**config.mk**
```make
export PLATFORM = sky130hd
export DESIGN_NAME = sprc_motor
export DESIGN_NICKNAME = d
export VERILOG_FILES = /design/src/sprc_motor.v
export VERILOG_INCLUDE_DIRS = /design/src
export SDC_FILE = /design/constraint.sdc
export NUM_CORES = 1
export LEC_CHECK = 0
export BUFFER_PORTS_ARGS = -buffer_cell sky130_fd_sc_hd__buf_4
export CORE_MARGIN = 5
export CORE_UTILIZATION = 50
export DETAILED_ROUTE_END_ITERATION = 8
export PLACE_DENSITY = 0.81
export SLEW_MARGIN = 15
export SYNTH_ARGS = -nofsm -noshare
export SYNTH_HDL_FRONTEND = slang
export SYNTH_SLANG_ARGS = --single-unit
```
**constraint.sdc**
```tcl
create_clock -name clock -period 4.55 [get_ports clock]
set_input_delay 0.455 -clock clock [delete_from_list [all_inputs] [get_ports clock]]
set_output_delay 0.455 -clock clock [all_outputs]
set_load 0.01 [all_outputs]
```
**src/sprc_consts.vh**
```
// Constants of the stepper pause and reverse controller.
`ifndef SPRC_CONSTS_VH
`define SPRC_CONSTS_VH
// Motion command codes.
`define SPRC_CMD_IDLE 2'h0
`define SPRC_CMD_SCAN 2'h1
`define SPRC_CMD_FEED 2'h2
// Winding reference codes; 1 to 4 follow the microstep table.
`define SPRC_DAC_OFF 3'h0
`define SPRC_DAC_RUN 3'h2
`define SPRC_DAC_FULL 3'h4
`define SPRC_DAC_HOLD 3'h5
// Microsteps per full step, as a shift, and microstep index reset.
`define SPRC_MSTEP_SHIFT 2
`define SPRC_IDX_RST 4'h0
// Speed shifts of the profile segments.
`define SPRC_SHIFT_FULL 2'h0
`define SPRC_SHIFT_HALF 2'h1
`define SPRC_SHIFT_QTR 2'h2
`endif

```
**src/sprc_motor.v**
```verilog
// Stepper pause, reverse, acceleration and winding current logic.
`timescale 1ns/1ns
`include "sprc_consts.vh"
// What this block does
// - Zero reverse count: halt, finish current line.
// - Non-reversing: store 0 to 7 extra lines.
// - Non-reversing resume: after transfer plus offset, run.
// - Reverse count above zero selects reversing mode.
// - Reversing pause: finish line, record transfer-step offset.
// - Reversing resume: wait recorded offset before forward.
// - Three profile segments 0 to 3; zero skips.
// - Stop segment waits programmed step clocks.
// - Quarter speed: microstep lasts four step sizes.
// - Half speed: microstep lasts two step sizes.
// - Reversing pause follows the fixed segment order.
// - Paused: hold level in full step mode, then all phases off.
// - Reversing resume: resync, quarter, half, full forward.
// - Profile applies on start, and on stop, reverse and resume in reversing mode.
// - Reversing mode ignores process and discard counts.
// - Fast step size for feed and skip.
// - Full step current: kick, run, brake, hold, off.
// - PWM drivers so sensed current matches reference.
// - Four microsteps make one full step.
// - Fourteen bit step size, one microstep per period.
module sprc_motor #(
   parameter SW = 14,
   parameter PW = 8
) (
   input wire clock,
   input wire rstn,
   input wire pixel_tick,
   input wire line_transfer_pulse,
   input wire pause_req,
   input wire resume_req,
   input wire [1:0] motion_cmd,
   input wire skip_active,
   input wire full_step_mode,
   input wire [SW-1:0] scan_step_size,
   input wire [SW-1:0] fast_step_size,
   input wire [7:0] reverse_steps,
   input wire [1:0] accel_stop,
   input wire [1:0] accel_quarter,
   input wire [1:0] accel_half,
   input wire [2:0] lines_after_pause,
   input wire [2:0] lines_discard,
   input wire [2:0] kickstart_steps,
   input wire [4:0] hold_timeout,
   input wire [PW-1:0] pwm_period,
   input wire [PW-1:0] pwm_min_on,
   input wire sense_a_high,
   input wire sense_b_high,
   output reg phase_a,
   output reg phase_a_n,
   output reg phase_b,
   output reg phase_b_n,
   output reg [2:0] dac_a,
   output reg [2:0] dac_b,
   output reg motor_forward,
   output reg line_store_en,
   output reg paused
);
   // States of the motion sequencer.
   localparam S_IDLE = 4'h0, S_RUN = 4'h1, S_DHF = 4'h2, S_DQF = 4'h3;
   localparam S_STP = 4'h4, S_AQB = 4'h5, S_AHB = 4'h6, S_FB = 4'h7;
   localparam S_DHB = 4'h8, S_DQB = 4'h9, S_PAUSE = 4'ha, S_WTR = 4'hb;
   localparam S_WOF = 4'hc, S_AQF = 4'hd, S_AHF = 4'he;
   localparam TW = SW + 2;

   // ************************************************************
   // Reset release and pin synchronisers
   // ************************************************************
   reg [1:0] rst_q;
   wire rst_n_i = rst_q[1];
   reg [1:0] sense_a_q;
   reg [1:0] sense_b_q;

   // Reset is asserted at once and released two clocks later.
   always @(posedge clock or negedge rstn) begin
      if (!rstn) begin
         rst_q <= 2'h0;
      end else begin
         rst_q <= {rst_q[0], 1'b1};
      end
   end

   // Comparator pins come from the analog side, so two flops first.
   always @(posedge clock or negedge rst_n_i) begin
      if (!rst_n_i) begin
         sense_a_q <= 2'h0;
         sense_b_q <= 2'h0;
      end else begin
         sense_a_q <= {sense_a_q[0], sense_a_high};
         sense_b_q <= {sense_b_q[0], sense_b_high};
      end
   end

   // ************************************************************
   // Segment helpers
   // ************************************************************
   // Speed of each segment as a shift of the base period.
   function [1:0] seg_shift;
      input [3:0] s;
      begin
         case (s)
            S_DQF, S_AQB, S_DQB, S_AQF: seg_shift = `SPRC_SHIFT_QTR;
            S_DHF, S_AHB, S_DHB, S_AHF: seg_shift = `SPRC_SHIFT_HALF;
            default: seg_shift = `SPRC_SHIFT_FULL;
         endcase
      end
   endfunction

   // Segment order of a reversing pause and of a restart.
   function [3:0] seg_next;
      input [3:0] s;
      begin
         case (s)
            S_DHF: seg_next = S_DQF;
            S_DQF: seg_next = S_STP;
            S_STP: seg_next = S_AQB;
            S_AQB: seg_next = S_AHB;
            S_AHB: seg_next = S_FB;
            S_FB: seg_next = S_DHB;
            S_DHB: seg_next = S_DQB;
            S_DQB: seg_next = S_PAUSE;
            S_AQF: seg_next = S_AHF;
            S_AHF: seg_next = S_RUN;
            default: seg_next = S_IDLE;
         endcase
      end
   endfunction

   // Length of a segment; stop counts step clocks, others full steps.
   function [7:0] seg_len;
      input [3:0] s;
      begin
         case (s)
            S_DHF, S_AHB, S_DHB, S_AHF: seg_len = {6'h00, accel_half};
            S_DQF, S_AQB, S_DQB, S_AQF: seg_len = {6'h00, accel_quarter};
            S_STP: seg_len = {6'h00, accel_stop};
            S_FB: seg_len = reverse_steps;
            default: seg_len = 8'h00;
         endcase
      end
   endfunction

   // Signed microstep table: bit 3 is the sign, bits 2:0 the level.
   function [3:0] sine_code;
      input [3:0] i;
      begin
         sine_code = {i[3], i[2] ? 3'h4 - {1'b0, i[1:0]} : {1'b0, i[1:0]}};
      end
   endfunction

   // ************************************************************
   // Motion sequencer
   // ************************************************************
   reg [3:0] state;
   reg [7:0] seg_left;
   reg [1:0] mcnt;
   reg [TW-1:0] tick_cnt;
   reg [3:0] idx;
   reg pend_pause;
   reg pend_resume;
   reg [15:0] pix_since_tr;
   reg [15:0] last_ofs;
   reg [15:0] wait_cnt;
   reg [2:0] line_cnt;
   reg draining;
   reg discarding;
   reg [2:0] kick_left;
   reg [7:0] hold_cnt;

   wire rev_mode = |reverse_steps;
   wire fast = (motion_cmd == `SPRC_CMD_FEED) || skip_active;
   wire [SW-1:0] base = fast ? fast_step_size : scan_step_size;
   wire [TW-1:0] period = {2'h0, base} << seg_shift(state);
   wire step_due = pixel_tick && (tick_cnt + 1'b1 >= period);
   wire moving = (state != S_IDLE) && (state != S_PAUSE) &&
                 (state != S_WTR) && (state != S_WOF);
   wire stepping = moving && (state != S_STP);
   wire [3:0] idx_step = motor_forward ? idx + 4'h1 : idx - 4'h1;

   // Pixel count since the last line transfer, for phase keeping.
   always @(posedge clock or negedge rst_n_i) begin
      if (!rst_n_i) begin
         pix_since_tr <= 16'h0000;
      end else if (line_transfer_pulse) begin
         pix_since_tr <= 16'h0000;
      end else if (pixel_tick) begin
         pix_since_tr <= pix_since_tr + 16'h0001;
      end
   end

   // Sequencer: a pause request waits in its flag until a step boundary, a resume until the pause state.
   always @(posedge clock or negedge rst_n_i) begin
      if (!rst_n_i) begin
         state <= S_IDLE;
         seg_left <= 8'h00;
         mcnt <= 2'h0;
         tick_cnt <= {TW{1'b0}};
         idx <= `SPRC_IDX_RST;
         motor_forward <= 1'b1;
         pend_pause <= 1'b0;
         pend_resume <= 1'b0;
         last_ofs <= 16'h0000;
         wait_cnt <= 16'h0000;
         kick_left <= 3'h0;
         hold_cnt <= 8'h00;
      end else begin
         // A new pulse beats the clear of the same cycle.
         if (pause_req) begin
            pend_pause <= 1'b1;
         end else if (state == S_RUN && step_due) begin
            pend_pause <= 1'b0;
         end
         if (resume_req) begin
            pend_resume <= 1'b1;
         end else if (state == S_PAUSE) begin
            pend_resume <= 1'b0;
         end
         if (pixel_tick) begin
            tick_cnt <= step_due ? {TW{1'b0}} : tick_cnt + 1'b1;
         end
         // Hold timer counts base microstep periods while stopped.
         if (moving) begin
            hold_cnt <= 8'h00;
         end else if (step_due && hold_cnt != 8'hff) begin
            hold_cnt <= hold_cnt + 8'h01;
         end
         if (stepping && step_due) begin
            idx <= idx_step;
            mcnt <= mcnt + 2'h1;
            if (mcnt == 2'h3 && kick_left != 3'h0) begin
               kick_left <= kick_left - 3'h1;
            end
         end
         if (motion_cmd == `SPRC_CMD_IDLE && state != S_IDLE) begin
            state <= S_IDLE;
         end else begin
            case (state)
               S_IDLE: begin
                  if (motion_cmd != `SPRC_CMD_IDLE) begin
                     motor_forward <= 1'b1;
                     kick_left <= kickstart_steps;
                     state <= S_AQF;
                     seg_left <= seg_len(S_AQF);
                     tick_cnt <= {TW{1'b0}};
                  end
               end
               S_RUN: begin
                  if (step_due) begin
                     last_ofs <= pix_since_tr;
                     if (pend_pause) begin
                        state <= rev_mode ? S_DHF : S_PAUSE;
                        seg_left <= seg_len(S_DHF);
                     end
                  end
               end
               S_PAUSE: begin
                  if (pend_resume) begin
                     state <= S_WTR;
                  end
               end
               S_WTR: begin
                  if (line_transfer_pulse) begin
                     state <= S_WOF;
                     wait_cnt <= 16'h0000;
                  end
               end
               S_WOF: begin
                  if (wait_cnt >= last_ofs) begin
                     motor_forward <= 1'b1;
                     kick_left <= kickstart_steps;
                     tick_cnt <= {TW{1'b0}};
                     state <= rev_mode ? S_AQF : S_RUN;
                     seg_left <= seg_len(S_AQF);
                  end else if (pixel_tick) begin
                     wait_cnt <= wait_cnt + 16'h0001;
                  end
               end
               default: begin
                  // Profile segment; an empty one is skipped at once.
                  if (seg_left == 8'h00) begin
                     state <= seg_next(state);
                     seg_left <= seg_len(seg_next(state));
                     tick_cnt <= {TW{1'b0}};
                     if (state == S_STP) begin
                        motor_forward <= 1'b0;
                     end
                  end else if (step_due && (state == S_STP || mcnt == 2'h3)) begin
                     seg_left <= seg_left - 8'h01;
                  end
               end
            endcase
         end
      end
   end

   // ************************************************************
   // Line storing after pause and discarding after resume
   // ************************************************************
   wire enter_pause = state == S_RUN && step_due && pend_pause;
   wire restart = state == S_WOF && wait_cnt >= last_ofs;

   // Lines are counted on transfer pulses; the line in flight ends at the next one.
   always @(posedge clock or negedge rst_n_i) begin
      if (!rst_n_i) begin
         line_store_en <= 1'b1;
         line_cnt <= 3'h0;
         draining <= 1'b0;
         discarding <= 1'b0;
      end else if (enter_pause) begin
         draining <= 1'b1;
         line_cnt <= rev_mode ? 3'h0 : lines_after_pause;
      end else if (restart) begin
         draining <= 1'b0;
         discarding <= !rev_mode && lines_discard != 3'h0;
         line_cnt <= lines_discard;
         line_store_en <= rev_mode || lines_discard == 3'h0;
      end else if (line_transfer_pulse && (draining || discarding)) begin
         if (line_cnt == 3'h0) begin
            line_store_en <= discarding;
            draining <= 1'b0;
            discarding <= 1'b0;
         end else begin
            line_cnt <= line_cnt - 3'h1;
            if (discarding && line_cnt == 3'h1) begin
               line_store_en <= 1'b1;
               discarding <= 1'b0;
            end
         end
      end
   end

   // ************************************************************
   // Winding current and PWM drive
   // ************************************************************
   reg [PW-1:0] pwm_cnt;
   reg pwm_on_a;
   reg pwm_on_b;
   wire stopped = (state == S_PAUSE) || (state == S_WTR) || (state == S_WOF);
   wire braking = stopped && hold_cnt == 8'h00;
   wire holding = stopped && hold_cnt <= {1'b0, hold_timeout, 2'h0} && hold_timeout != 5'h00;
   // An idle command cuts the drivers at the very next edge, with no hold.
   wire energized = (moving || braking || holding) && motion_cmd != `SPRC_CMD_IDLE;
   wire [3:0] cod_a = sine_code(idx + 4'h4);
   wire [3:0] cod_b = sine_code(idx);
   wire fs_a = !idx[3];
   wire fs_b = idx[3] ^ idx[2];
   reg [2:0] next_lvl;

   // Full step level: kick, run, brake, then hold.
   always @* begin
      if (braking || (moving && kick_left != 3'h0)) begin
         next_lvl = `SPRC_DAC_FULL;
      end else if (moving) begin
         next_lvl = `SPRC_DAC_RUN;
      end else begin
         next_lvl = `SPRC_DAC_HOLD;
      end
   end

   // Each driver turns on at period start and off once sensed current
   // exceeds the reference after the least on time.
   always @(posedge clock or negedge rst_n_i) begin
      if (!rst_n_i) begin
         pwm_cnt <= {PW{1'b0}};
         pwm_on_a <= 1'b0;
         pwm_on_b <= 1'b0;
      end else if (pwm_cnt >= pwm_period) begin
         pwm_cnt <= {PW{1'b0}};
         pwm_on_a <= 1'b1;
         pwm_on_b <= 1'b1;
      end else begin
         pwm_cnt <= pwm_cnt + 1'b1;
         if (pwm_cnt >= pwm_min_on && sense_a_q[1]) begin
            pwm_on_a <= 1'b0;
         end
         if (pwm_cnt >= pwm_min_on && sense_b_q[1]) begin
            pwm_on_b <= 1'b0;
         end
      end
   end

   // Phase outputs; microstep mode keeps the last table levels in hold.
   always @(posedge clock or negedge rst_n_i) begin
      if (!rst_n_i) begin
         phase_a <= 1'b0;
         phase_a_n <= 1'b0;
         phase_b <= 1'b0;
         phase_b_n <= 1'b0;
         dac_a <= `SPRC_DAC_OFF;
         dac_b <= `SPRC_DAC_OFF;
         paused <= 1'b0;
      end else begin
         paused <= stopped;
         if (!energized) begin
            phase_a <= 1'b0;
            phase_a_n <= 1'b0;
            phase_b <= 1'b0;
            phase_b_n <= 1'b0;
            dac_a <= `SPRC_DAC_OFF;
            dac_b <= `SPRC_DAC_OFF;
         end else if (full_step_mode) begin
            phase_a <= pwm_on_a && fs_a;
            phase_a_n <= pwm_on_a && !fs_a;
            phase_b <= pwm_on_b && fs_b;
            phase_b_n <= pwm_on_b && !fs_b;
            dac_a <= next_lvl;
            dac_b <= next_lvl;
         end else begin
            phase_a <= pwm_on_a && !cod_a[3] && cod_a[2:0] != 3'h0;
            phase_a_n <= pwm_on_a && cod_a[3] && cod_a[2:0] != 3'h0;
            phase_b <= pwm_on_b && !cod_b[3] && cod_b[2:0] != 3'h0;
            phase_b_n <= pwm_on_b && cod_b[3] && cod_b[2:0] != 3'h0;
            dac_a <= cod_a[2:0];
            dac_b <= cod_b[2:0];
         end
      end
   end
endmodule

```
## Word-level counts from Yosys, hierarchy flattened

Memory sizes are Yosys's and may differ from the RTL's.
Index checks and enable logic that the tools add are counted.

- $add $sub $neg: 14
- Multiply operators: 0
- Div/mod/pow operators: 0
- $lt $le $gt $ge: 5
- Equality and inequality tests: 37
- Shift operators: 1
- Multiplexer cells: 92
- Bitwise operators: 5
- Reduce and logical (&&, ||, !) cells: 90

Operator list:

| operator | number |
|---|---|
| $mux 16 | 11 |
| $mux 8 | 9 |
| $pmux 8 s4 | 2 |
| $mux 4 | 14 |
| $mux 3 | 18 |
| $add 16x1->16 const B | 3 |
| $pmux 16 s3 | 1 |
| $logic_and 1x1->1 | 35 |
| $ge 16x16->1 | 2 |
| $mux 1 | 32 |
| $pmux 16 s2 | 1 |
| $eq 4x4->1 const B | 7 |
| $reduce_bool 3->1 | 9 |
| $eq 4x3->1 const B | 5 |
| $pmux 4 s5 | 1 |
| $ne 3x3->1 const B | 6 |
| $reduce_bool 2->1 | 9 |
| $add 8x1->8 const B | 2 |
| $ge 8x8->1 | 2 |
| $logic_not 8->1 | 2 |
| $shl 14x2->16 | 1 |
| $mux 14 | 1 |
| $reduce_and 7->1 | 2 |
| $ne 2x2->1 const B | 6 |
| 38 further kinds | 63 |

- Register bits: 129
- Bits in latches: 0
- Memory bits (writable): 0
- Memory bits (read-only): 160
- Bits of input ports: 84
- Output and inout port bits: 13
- Logic and storage cells: 277
- Memories: 3

Memory list:

| name | words | bits a word | rd ports | clocked after Yosys merged registers in | write ports | RTL line | RTL |
|---|---|---|---|---|---|---|---|
| (name not given) | 16 | 4 | 1 | 0 | 0 | sprc_motor.v:116 | `case (s)` |
| (name not given) | 16 | 4 | 1 | 0 | 0 | sprc_motor.v:116 |  |
| (name not given) | 16 | 2 | 1 | 0 | 0 | sprc_motor.v:104 | `case (s)` |

## Depth between registers and ports, before layout

Gate-level depths: netlist of the first run.

- Depth in word-level cells: 11
- Mapped depth: 18
- Depth with buffers taken out: 16

## Worst setup path after synthesis of the first run

No wires, ideal clock.

- Kind: flip-flop to flip-flop
- From: register state[0]
- To: register last_ofs[11]
- Setup time: 128 ps
- Arrival: 4,096 ps
- Data required time: 4,422 ps
- Slack: 326 ps
- Stages on the path, launching flop included: 17
- Path buffers: 4
- Period minus slack after synthesis: 4,224 ps
- Path through: dfrtp_1 inv_1 ha_1 clkbuf_1 a21oi_1 buf_2 mux2i_1 mux2i_1 ha_1 and3_1 nand4_1 a311oi_2 o21ai_1 or3_1 buf_2 buf_2 mux2_1

- Cells in the longest elaborated chain, start to end: 5
- Elaborated cells between the ends (all ways): 9
- Classes of those cells: 1 x order compare; 1 x eq/ne; 1 x shift; 1 x bitwise; 4 x reduce/logical; 1 x memory

RTL lines:

| element | RTL line | RTL |
|---|---|---|
| start: declaration | sprc_motor.v:157 | `reg [3:0] state;` |
| start signal: assignment | sprc_motor.v:254 | `state <= rev_mode ? S_DHF : S_PAUSE;` |
| start signal: assignment | sprc_motor.v:275 | `state <= rev_mode ? S_AQF : S_RUN;` |
| start signal: assignment | sprc_motor.v:284 | `state <= seg_next(state);` |
| $mem_v2 16x2 | - |  |
| $shl 14x2->16 | sprc_motor.v:176 | `wire [TW-1:0] period = {2'h0, base} << seg_shift(state);` |
| $ge 16x16->1 | sprc_motor.v:177 | `wire step_due = pixel_tick && (tick_cnt + 1'b1 >= period);` |
| $logic_and 1x1->1 | sprc_motor.v:177 |  |
| $reduce_and 3->1 (no source line) (*) | - |  |
| end signal: assignment | sprc_motor.v:252 | `last_ofs <= pix_since_tr;` |
| end: declaration | sprc_motor.v:165 | `reg [15:0] last_ofs;` |

Mark *: on every way between the ends. The rest lies on a longest branch, timed or not.
A chain may end at the register's enable or synchronous reset.

## Worst setup path after layout of the first run

- From: register state[0]
- To: register line_store_en

- Cells in the longest elaborated chain, start to end: 8
- Elaborated cells between the ends (all ways): 14
- Classes of those cells: 1 x order compare; 2 x eq/ne; 1 x shift; 1 x mux; 1 x bitwise; 7 x reduce/logical; 1 x memory

RTL lines:

| element | RTL line | RTL |
|---|---|---|
| $mem_v2 16x2 | - |  |
| $shl 14x2->16 | sprc_motor.v:176 |  |
| $ge 16x16->1 | sprc_motor.v:177 |  |
| $logic_and 1x1->1 | sprc_motor.v:177 |  |
| $logic_and 1x1->1 (2 in series) | sprc_motor.v:302 | `wire enter_pause = state == S_RUN && step_due && pend_pause;` |
| $not 1->1 (no source line) | - |  |
| $reduce_and 3->1 (no source line) | - |  |
| end signal: assignment | sprc_motor.v:322 | `line_store_en <= discarding;` |
| end: declaration | sprc_motor.v:59 | `output reg line_store_en,` |

Parallel ways exist; a longest one is shown, timed or not.

==> flow_metrics.py, run 1 <==
metrics = {
    "timing": {
        "skew_ns": 0.01417,
        "final-setup-viol-count": 0,
        "rsz0062_at_grt": "false",
        "tns_ns": 0,
        "fin_crit_sh_pct": 89.54,
        "slew_headroom_pct": 27.80,
        "drv_slew": 0,
        "period_needed_ns": 4.074,
        "fmax_mhz": 245.5,
        "worst_slack_ns": 0.4761,
        "tightest_slew_ns": 1.078,
        "hold_viol_final": 0,
    },
    "synth": {
        "yosysMostFrequentCell": "dfrtp_1",
        "ys_seq_elements": 128,
        "synth_area_leader_cell": "dfrtp_1",
        "synthTopCellsByArea": "dfrtp_1, ha_1, mux2i_1, nor2_1, a21oi_1",
        "synthFlopType": "dfrtp_1",
        "synth-async-reset-ratio_pct": 100.0,
        "syn_area_um2": 8771,
        "netlist_top_cells_count": "dfrtp_1, nor2_1, ha_1, inv_1, nand2_1",
        "syn_inst": 958,
        "synth_edf_count": 0,
        "synthesis.nets": 1118,
        "ys_seq_area_share_pct": 36.55,
        "synth.avg_cell_area_um2": 9.155,
        "synth_top_area_share_pct": 35.95,
        "synth_warnings": 0,
        "synthDistinctLibCells": 76,
    },
    "clocking": {
        "clk_pin_slew_ns": 0.06,
        "cts_buffers": 17,
        "clk_latency_ns": 0.43,
        "clock_sinks": 128,
        "cts.root.buffer_cell": "clkbuf_16",
        "postCtsSetupRepairBufs": 0,
        "h-tree-depth": 4,
        "cts_buffer_depth": 2,
        "cts_tree": "yes",
    },
    "power_and_ir_drop": {
        "pwr-share-clk_pct": 26.7,
        "pwr-share-comb_pct": 42.1,
        "swShare_pct": 39.09,
        "internal-power_uw": 3074,
        "power_leakage_uw": 0.005071,
        "powerDensity_nw_per_um2": 488.4,
        "switchingPower_uw": 1972,
        "pwr-share-seq_pct": 31.2,
        "ir_drop_v": 0.0004425,
    },
    "min_path": {
        "hold_path_class": "in -> reg",
    },
    "critical_path": {
        "start_kind": "register",
        "worstPathMaxFanout": 16,
        "end_kind": "register",
        "crit_type": "reg -> reg",
        "worstPathRequired_ns": 4.91,
        "arrival_ns": 4.43,
    },
    "finish": {
        "area_delta_synth_final_pct": 17.80,
        "instances_no_fill": 1291,
        "drive_gt1_share_pct": 16.14,
        "finalNetCount": 1213,
        "antennaDiodeCount": 0,
        "utilization_pct": 59.94,
        "nFillCells": 1449,
    },
    "drt": {
        "vias": 7307,
        "routed_via_density": 5.660,
        "wl_per_cell_um": 15.65,
        "route.detailed.drc": 0,
        "finalWirelength_um": 20200,
        "dr.pass1.iters": 5,
        "drt-initial-drc-count": 562,
        "ant_nets": 0,
    },
    "die": {
        "die_x_um": 142.4,
        "ioPinCount": 97,
        "dieArea_um2": 20290,
        "core_um2": 17240,
        "die_h_um": 142.4,
        "initial_utilization_pct": 50.89,
        "rows": 48,
    },
    "placed_design": {
        "dp_slack_ns": 0.3245,
        "hpwlAfterDp_um": 14980,
        "place.gp.congestion": 0.9439,
        "place_inst": 1258,
        "portBuffers": 96,
    },
    "global_route": {
        "grt.total_usage_pct": 20.15,
        "grt_first_pass_wirelength_um": 33700,
        "grt_pass1_vias": 7086,
        "overflow": 0,
        "antenna_found_initial": 0,
        "grt_max_degree": 50,
    },
    "status": {
        "run_status": "finished, final reports clean",
    },
    "flow_run": {
        "maxCapViolCount": 0,
    },
}
[layout by cell type, fill, tap and decap left out, types with 4 or more instances in the layout]
master and instances:
ha_1 75, o21a_1 5, nand3_1 50, clkbuf_16 17, nor2b_1 16, o21ai_1 7
mux2i_1 51, nand2b_1 16, inv_6 5, o22ai_1 5, nand4_1 10, nand2_1 64
nor3b_1 6, or4_1 4, or3_1 5, o21ai_0 33, dfrtp_1 125, xor2_1 35
xnor2_1 31, nor3_1 12, a2bb2oi_1 5, mux2_2 11, a21oi_1 62, and2_1 7
a21o_1 5, a22o_1 6, nor2_1 94, a31oi_1 7, inv_1 72, and3_1 17
a22oi_1 6, clkinv_4 4, a211oi_1 5, buf_4 107, mux2_1 12
[power groups by stage]
| stage | Clock [µW] | Sequential (µW) | Combinational (µW) |
|---|---|---|---|
| floorplan | 0 | 1540 | 1580 |
| CTS | 1360 | 1570 | 2120 |
| finish | 1350 | 1570 | 2130 |
| detailed placement | 0 | 1590 | 2100 |
| global placement | 0 | 1590 | 2030 |
| global route | 1420 | 1610 | 2400 |
[logic make-up (layout without fill, tap and decap cells)]
kind of cell               after synthesis  in the layout  share of synthesized area, %
DFF                                    128            128                         36.55
adders and majority gates               76             76                         10.93
other                                    1              1                       0.04275
and+or+nand+nor                        322            322                         18.07
xor gates and xnor gates                66             66                         6.591
AOI/OAI and AO/OA                      186            186                         14.22
buffers and inverters                  104            212                         4.707
muxes                                   75             75                         8.887
[stage by stage]
| step | cell area (µm²) | power, µW | hold WS (ns) |
|---|---|---|---|
| finish | 10330 | 5046 | 0.1360 |
| global route | 10330 | 5433 | 0.1205 |
| CTS | 10330 | 5053 | 0.1240 |
| detailed placement | 9729 | 3683 | 0.2399 |
| global placement | 9729 | 3621 | 0.2386 |
| floorplan | 8771 | 3126 | 0.1594 |
[registers in the layout (all words and copies together) (netlist names), 2 cells and up]
| register | cells |
|---|---|
| pix_since_tr | 16 |
| sense_b_q | 2 |
| idx | 4 |
| sense_a_q | 2 |
| rst_q | 2 |
| kick_left | 3 |
| seg_left | 8 |
| state | 4 |
| line_cnt | 3 |
| dac_b | 3 |
| pwm_cnt | 8 |
| mcnt | 2 |
| tick_cnt | 16 |
| dac_a | 2 |
| last_ofs | 16 |
| hold_cnt | 8 |
| wait_cnt | 16 |
[critical path, cell delays in order, from the launching register on]
cell and delay (ns):
dfrtp_1 0.46, inv_1 0.11, ha_1 0.26, inv_1 0.17, nor2_1 0.08, a21oi_2 0.10, buf_4 0.26, mux2i_1 0.27
mux2i_1 0.12, ha_1 0.30, and3_1 0.20, nand4_1 0.12, a311oi_2 0.31, nor2_1 0.07, buf_4 0.21, or3_1 0.54
a21boi_0 0.21, o211a_1 0.23
[final timing paths]
check                             start       endpoint  slack (ns)  cells after the start
setup / recovery               state[0]  line_store_en        0.48                     17
hold / removal             sense_b_high   sense_b_q[0]        0.14                      1
setup reg to reg               state[0]  line_store_en        0.48                     17
hold reg to reg                rst_q[1]   sense_a_q[0]        0.27                      0
max in group asynchronous      rst_q[1]       state[0]        3.28                      1
min in group asynchronous      rst_q[1]   sense_a_q[0]        0.27                      0
[repair_timing]
item,in CTS,in global routing
gates resized for setup,0,1
hold endpoints to repair,2,0
hold buffers,1,0
setup endpoints to repair,0,9
[metal layers]
layer	vias up	GRT usage [%]	part of all wire (%)	routed length (µm)
li1	3564	-	-	-
met1	3510	26.90	45	8990
met2	196	32.89	48	9793
met3	37	5.511	5.6	1140
met4	0	4.552	1.4	274
met5	-	0	0	0
[final cells by class]
type,count,area (µm²),area share [%]
repair buffers,108,813.3,7.871
flip-flops and latches,128,3209,31.06
clock inverters,12,121.4,1.175
well taps,225,281.5,2.725
clock buffers,20,466.7,4.517
multi-input cells,726,5170,50.04
inverters,72,270.3,2.616
No activity file was read; power rests on OpenSTA's default activity.
==> run 2, diff against run 1 <==
--- a/config.mk
+++ b/config.mk
@@ -7,7 +7,6 @@
 export NUM_CORES = 1
 export LEC_CHECK = 0
 export BUFFER_PORTS_ARGS = -buffer_cell sky130_fd_sc_hd__buf_4
-export CORE_MARGIN = 5
 export CORE_UTILIZATION = 50
 export DETAILED_ROUTE_END_ITERATION = 8
 export PLACE_DENSITY = 0.81
==> run 2 against run 1 <==
Critical path depth decreased by 2. Clock-buffer cell count is 1 lower. Combinational power hardly changed. Global-route usage rose by 3.3 points. Wire length shrank 1.2%. Utilization hardly changed. Non-clock buffer count unchanged. Final cell count shrank 0.15%. Maximum frequency is 3.4% lower. Power is 0.79% higher. Hold slack better by 0.0051 ns. Largest cell class unchanged.
==> flow_metrics.py, run 2 (synthesized netlist as in run 1, its figures left out) <==
metrics = {
    "status": {
        "run_status": "finished, final reports clean",
    },
    "clocking": {
        "clk_latency_ns": 0.42,
        "cts_buffers": 17,
        "clock_sinks": 128,
        "clk_pin_slew_ns": 0.06,
        "cts.root.buffer_cell": "clkbuf_16",
        "cts_buffer_depth": 2,
        "postCtsSetupRepairBufs": 0,
        "h-tree-depth": 4,
        "cts_tree": "yes",
    },
    "drt": {
        "ant_nets": 0,
        "route.detailed.drc": 0,
        "dr.pass1.iters": 5,
        "vias": 7333,
        "finalWirelength_um": 19960,
        "drt-initial-drc-count": 454,
        "wl_per_cell_um": 15.48,
        "routed_via_density": 5.689,
    },
    "placed_design": {
        "place_inst": 1258,
        "place.gp.congestion": 0.9084,
        "portBuffers": 96,
        "hpwlAfterDp_um": 14810,
        "dp_slack_ns": 0.3417,
    },
    "timing": {
        "fmax_mhz": 237.1,
        "slew_headroom_pct": 35.79,
        "tns_ns": 0,
        "period_needed_ns": 4.217,
        "worst_slack_ns": 0.3329,
        "final-setup-viol-count": 0,
        "hold_viol_final": 0,
        "tightest_slew_ns": 0.9590,
        "skew_ns": 0.008908,
        "drv_slew": 0,
        "fin_crit_sh_pct": 92.68,
        "rsz0062_at_grt": "false",
    },
    "finish": {
        "instances_no_fill": 1289,
        "nFillCells": 1430,
        "drive_gt1_share_pct": 15.88,
        "utilization_pct": 59.99,
        "area_delta_synth_final_pct": 17.89,
        "antennaDiodeCount": 0,
        "layout_commonest_cell": "dfrtp_1",
        "layout_common_cells": "dfrtp_1, buf_4, nor2_1, ha_1, inv_1",
        "finalNetCount": 1213,
    },
    "min_path": {
        "hold_path_class": "in -> reg",
    },
    "global_route": {
        "overflow": 0,
        "grt_pass1_vias": 7202,
        "antenna_found_initial": 0,
        "grt_first_pass_wirelength_um": 33670,
        "grt.total_usage_pct": 23.42,
        "grt_max_degree": 62,
    },
    "die": {
        "ioPinCount": 97,
        "initial_utilization_pct": 50.89,
        "die_x_um": 134.4,
        "core_um2": 17240,
        "rows": 48,
        "die_h_um": 134.4,
        "dieArea_um2": 18080,
    },
    "critical_path": {
        "start_kind": "register",
        "worstPathRequired_ns": 4.85,
        "arrival_ns": 4.51,
        "worstPathMaxFanout": 16,
        "end_kind": "register",
        "crit_type": "reg -> reg",
    },
    "power_and_ir_drop": {
        "ir_drop_v": 0.0003129,
        "power_leakage_uw": 0.005063,
        "powerDensity_nw_per_um2": 491.9,
        "total_power_uw": 5086,
    },
    "flow_run": {
        "maxCapViolCount": 0,
    },
}
[run 2: power by group]
group          switching (µW)  internal (µW)
registers                 224           1350
logic                    1210            915
clock network             520            876
total                    1950           3140
[run 2: layer usage]
metal / wire length, µm / track usage [%] / vias up
met4: 397 / 8.677 / 0
met3: 991 / 5.215 / 38
met2: 9665 / 38.66 / 188
met1: 8903 / 30.06 / 3546
li1: - / - / 3561
met5: 0 / 0 / -
[run 2: final cells by class]
type | instances | area, µm² | share of cell area [%]
multi-input combinational | 726 | 5166 | 49.96
sequential | 128 | 3209 | 31.04
timing repair buffer | 108 | 813.3 | 7.865
clock buffer | 19 | 442.9 | 4.284
tap | 225 | 281.5 | 2.723
inverter | 72 | 270.3 | 2.614
clock inverter | 11 | 156.4 | 1.513
[run 2: timing repair]
action | 4_1_cts | 5_1_grt
hold endpoints to repair | 2 | 0
setup endpoints to repair | 0 | 15
resized for setup | 0 | 1
hold buffers | 1 | 0
[run 2: final timing paths]
kind	endpoint	depth (start not counted)	startpoint	slack, ns
setup / recovery	last_ofs[8]	15	state[0]	0.33
hold / removal	sense_a_q[0]	1	sense_a_high	0.14
setup reg to reg	last_ofs[8]	15	state[0]	0.33
hold reg to reg	sense_b_q[1]	0	sense_b_q[0]	0.36
max in group asynchronous	line_store_en	1	rst_q[1]	3.13
min in group asynchronous	rst_q[1]	2	rstn	0.35
[run 2: stage by stage]
| stage | area [µm²] | hold WS [ns] |
|---|---|---|
| after floorplan | 8771 | 0.1594 |
| after global placement | 9729 | 0.2375 |
| after detailed placement | 9729 | 0.2377 |
| after CTS | 10340 | 0.1236 |
| after global routing | 10340 | 0.1238 |
| final | 10340 | 0.1411 |
[run 2: worst max-delay path, stage by stage (launching register included)]
cell	delay (ns)
dfrtp_1	0.44
inv_1	0.11
ha_1	0.26
inv_1	0.16
nor2_1	0.08
a21oi_2	0.10
buf_4	0.26
mux2i_1	0.30
mux2i_1	0.12
ha_1	0.30
and3_1	0.20
nand3_1	0.10
a311oi_2	0.34
o21ai_1	0.23
or3_2	0.68
mux2_1	0.39
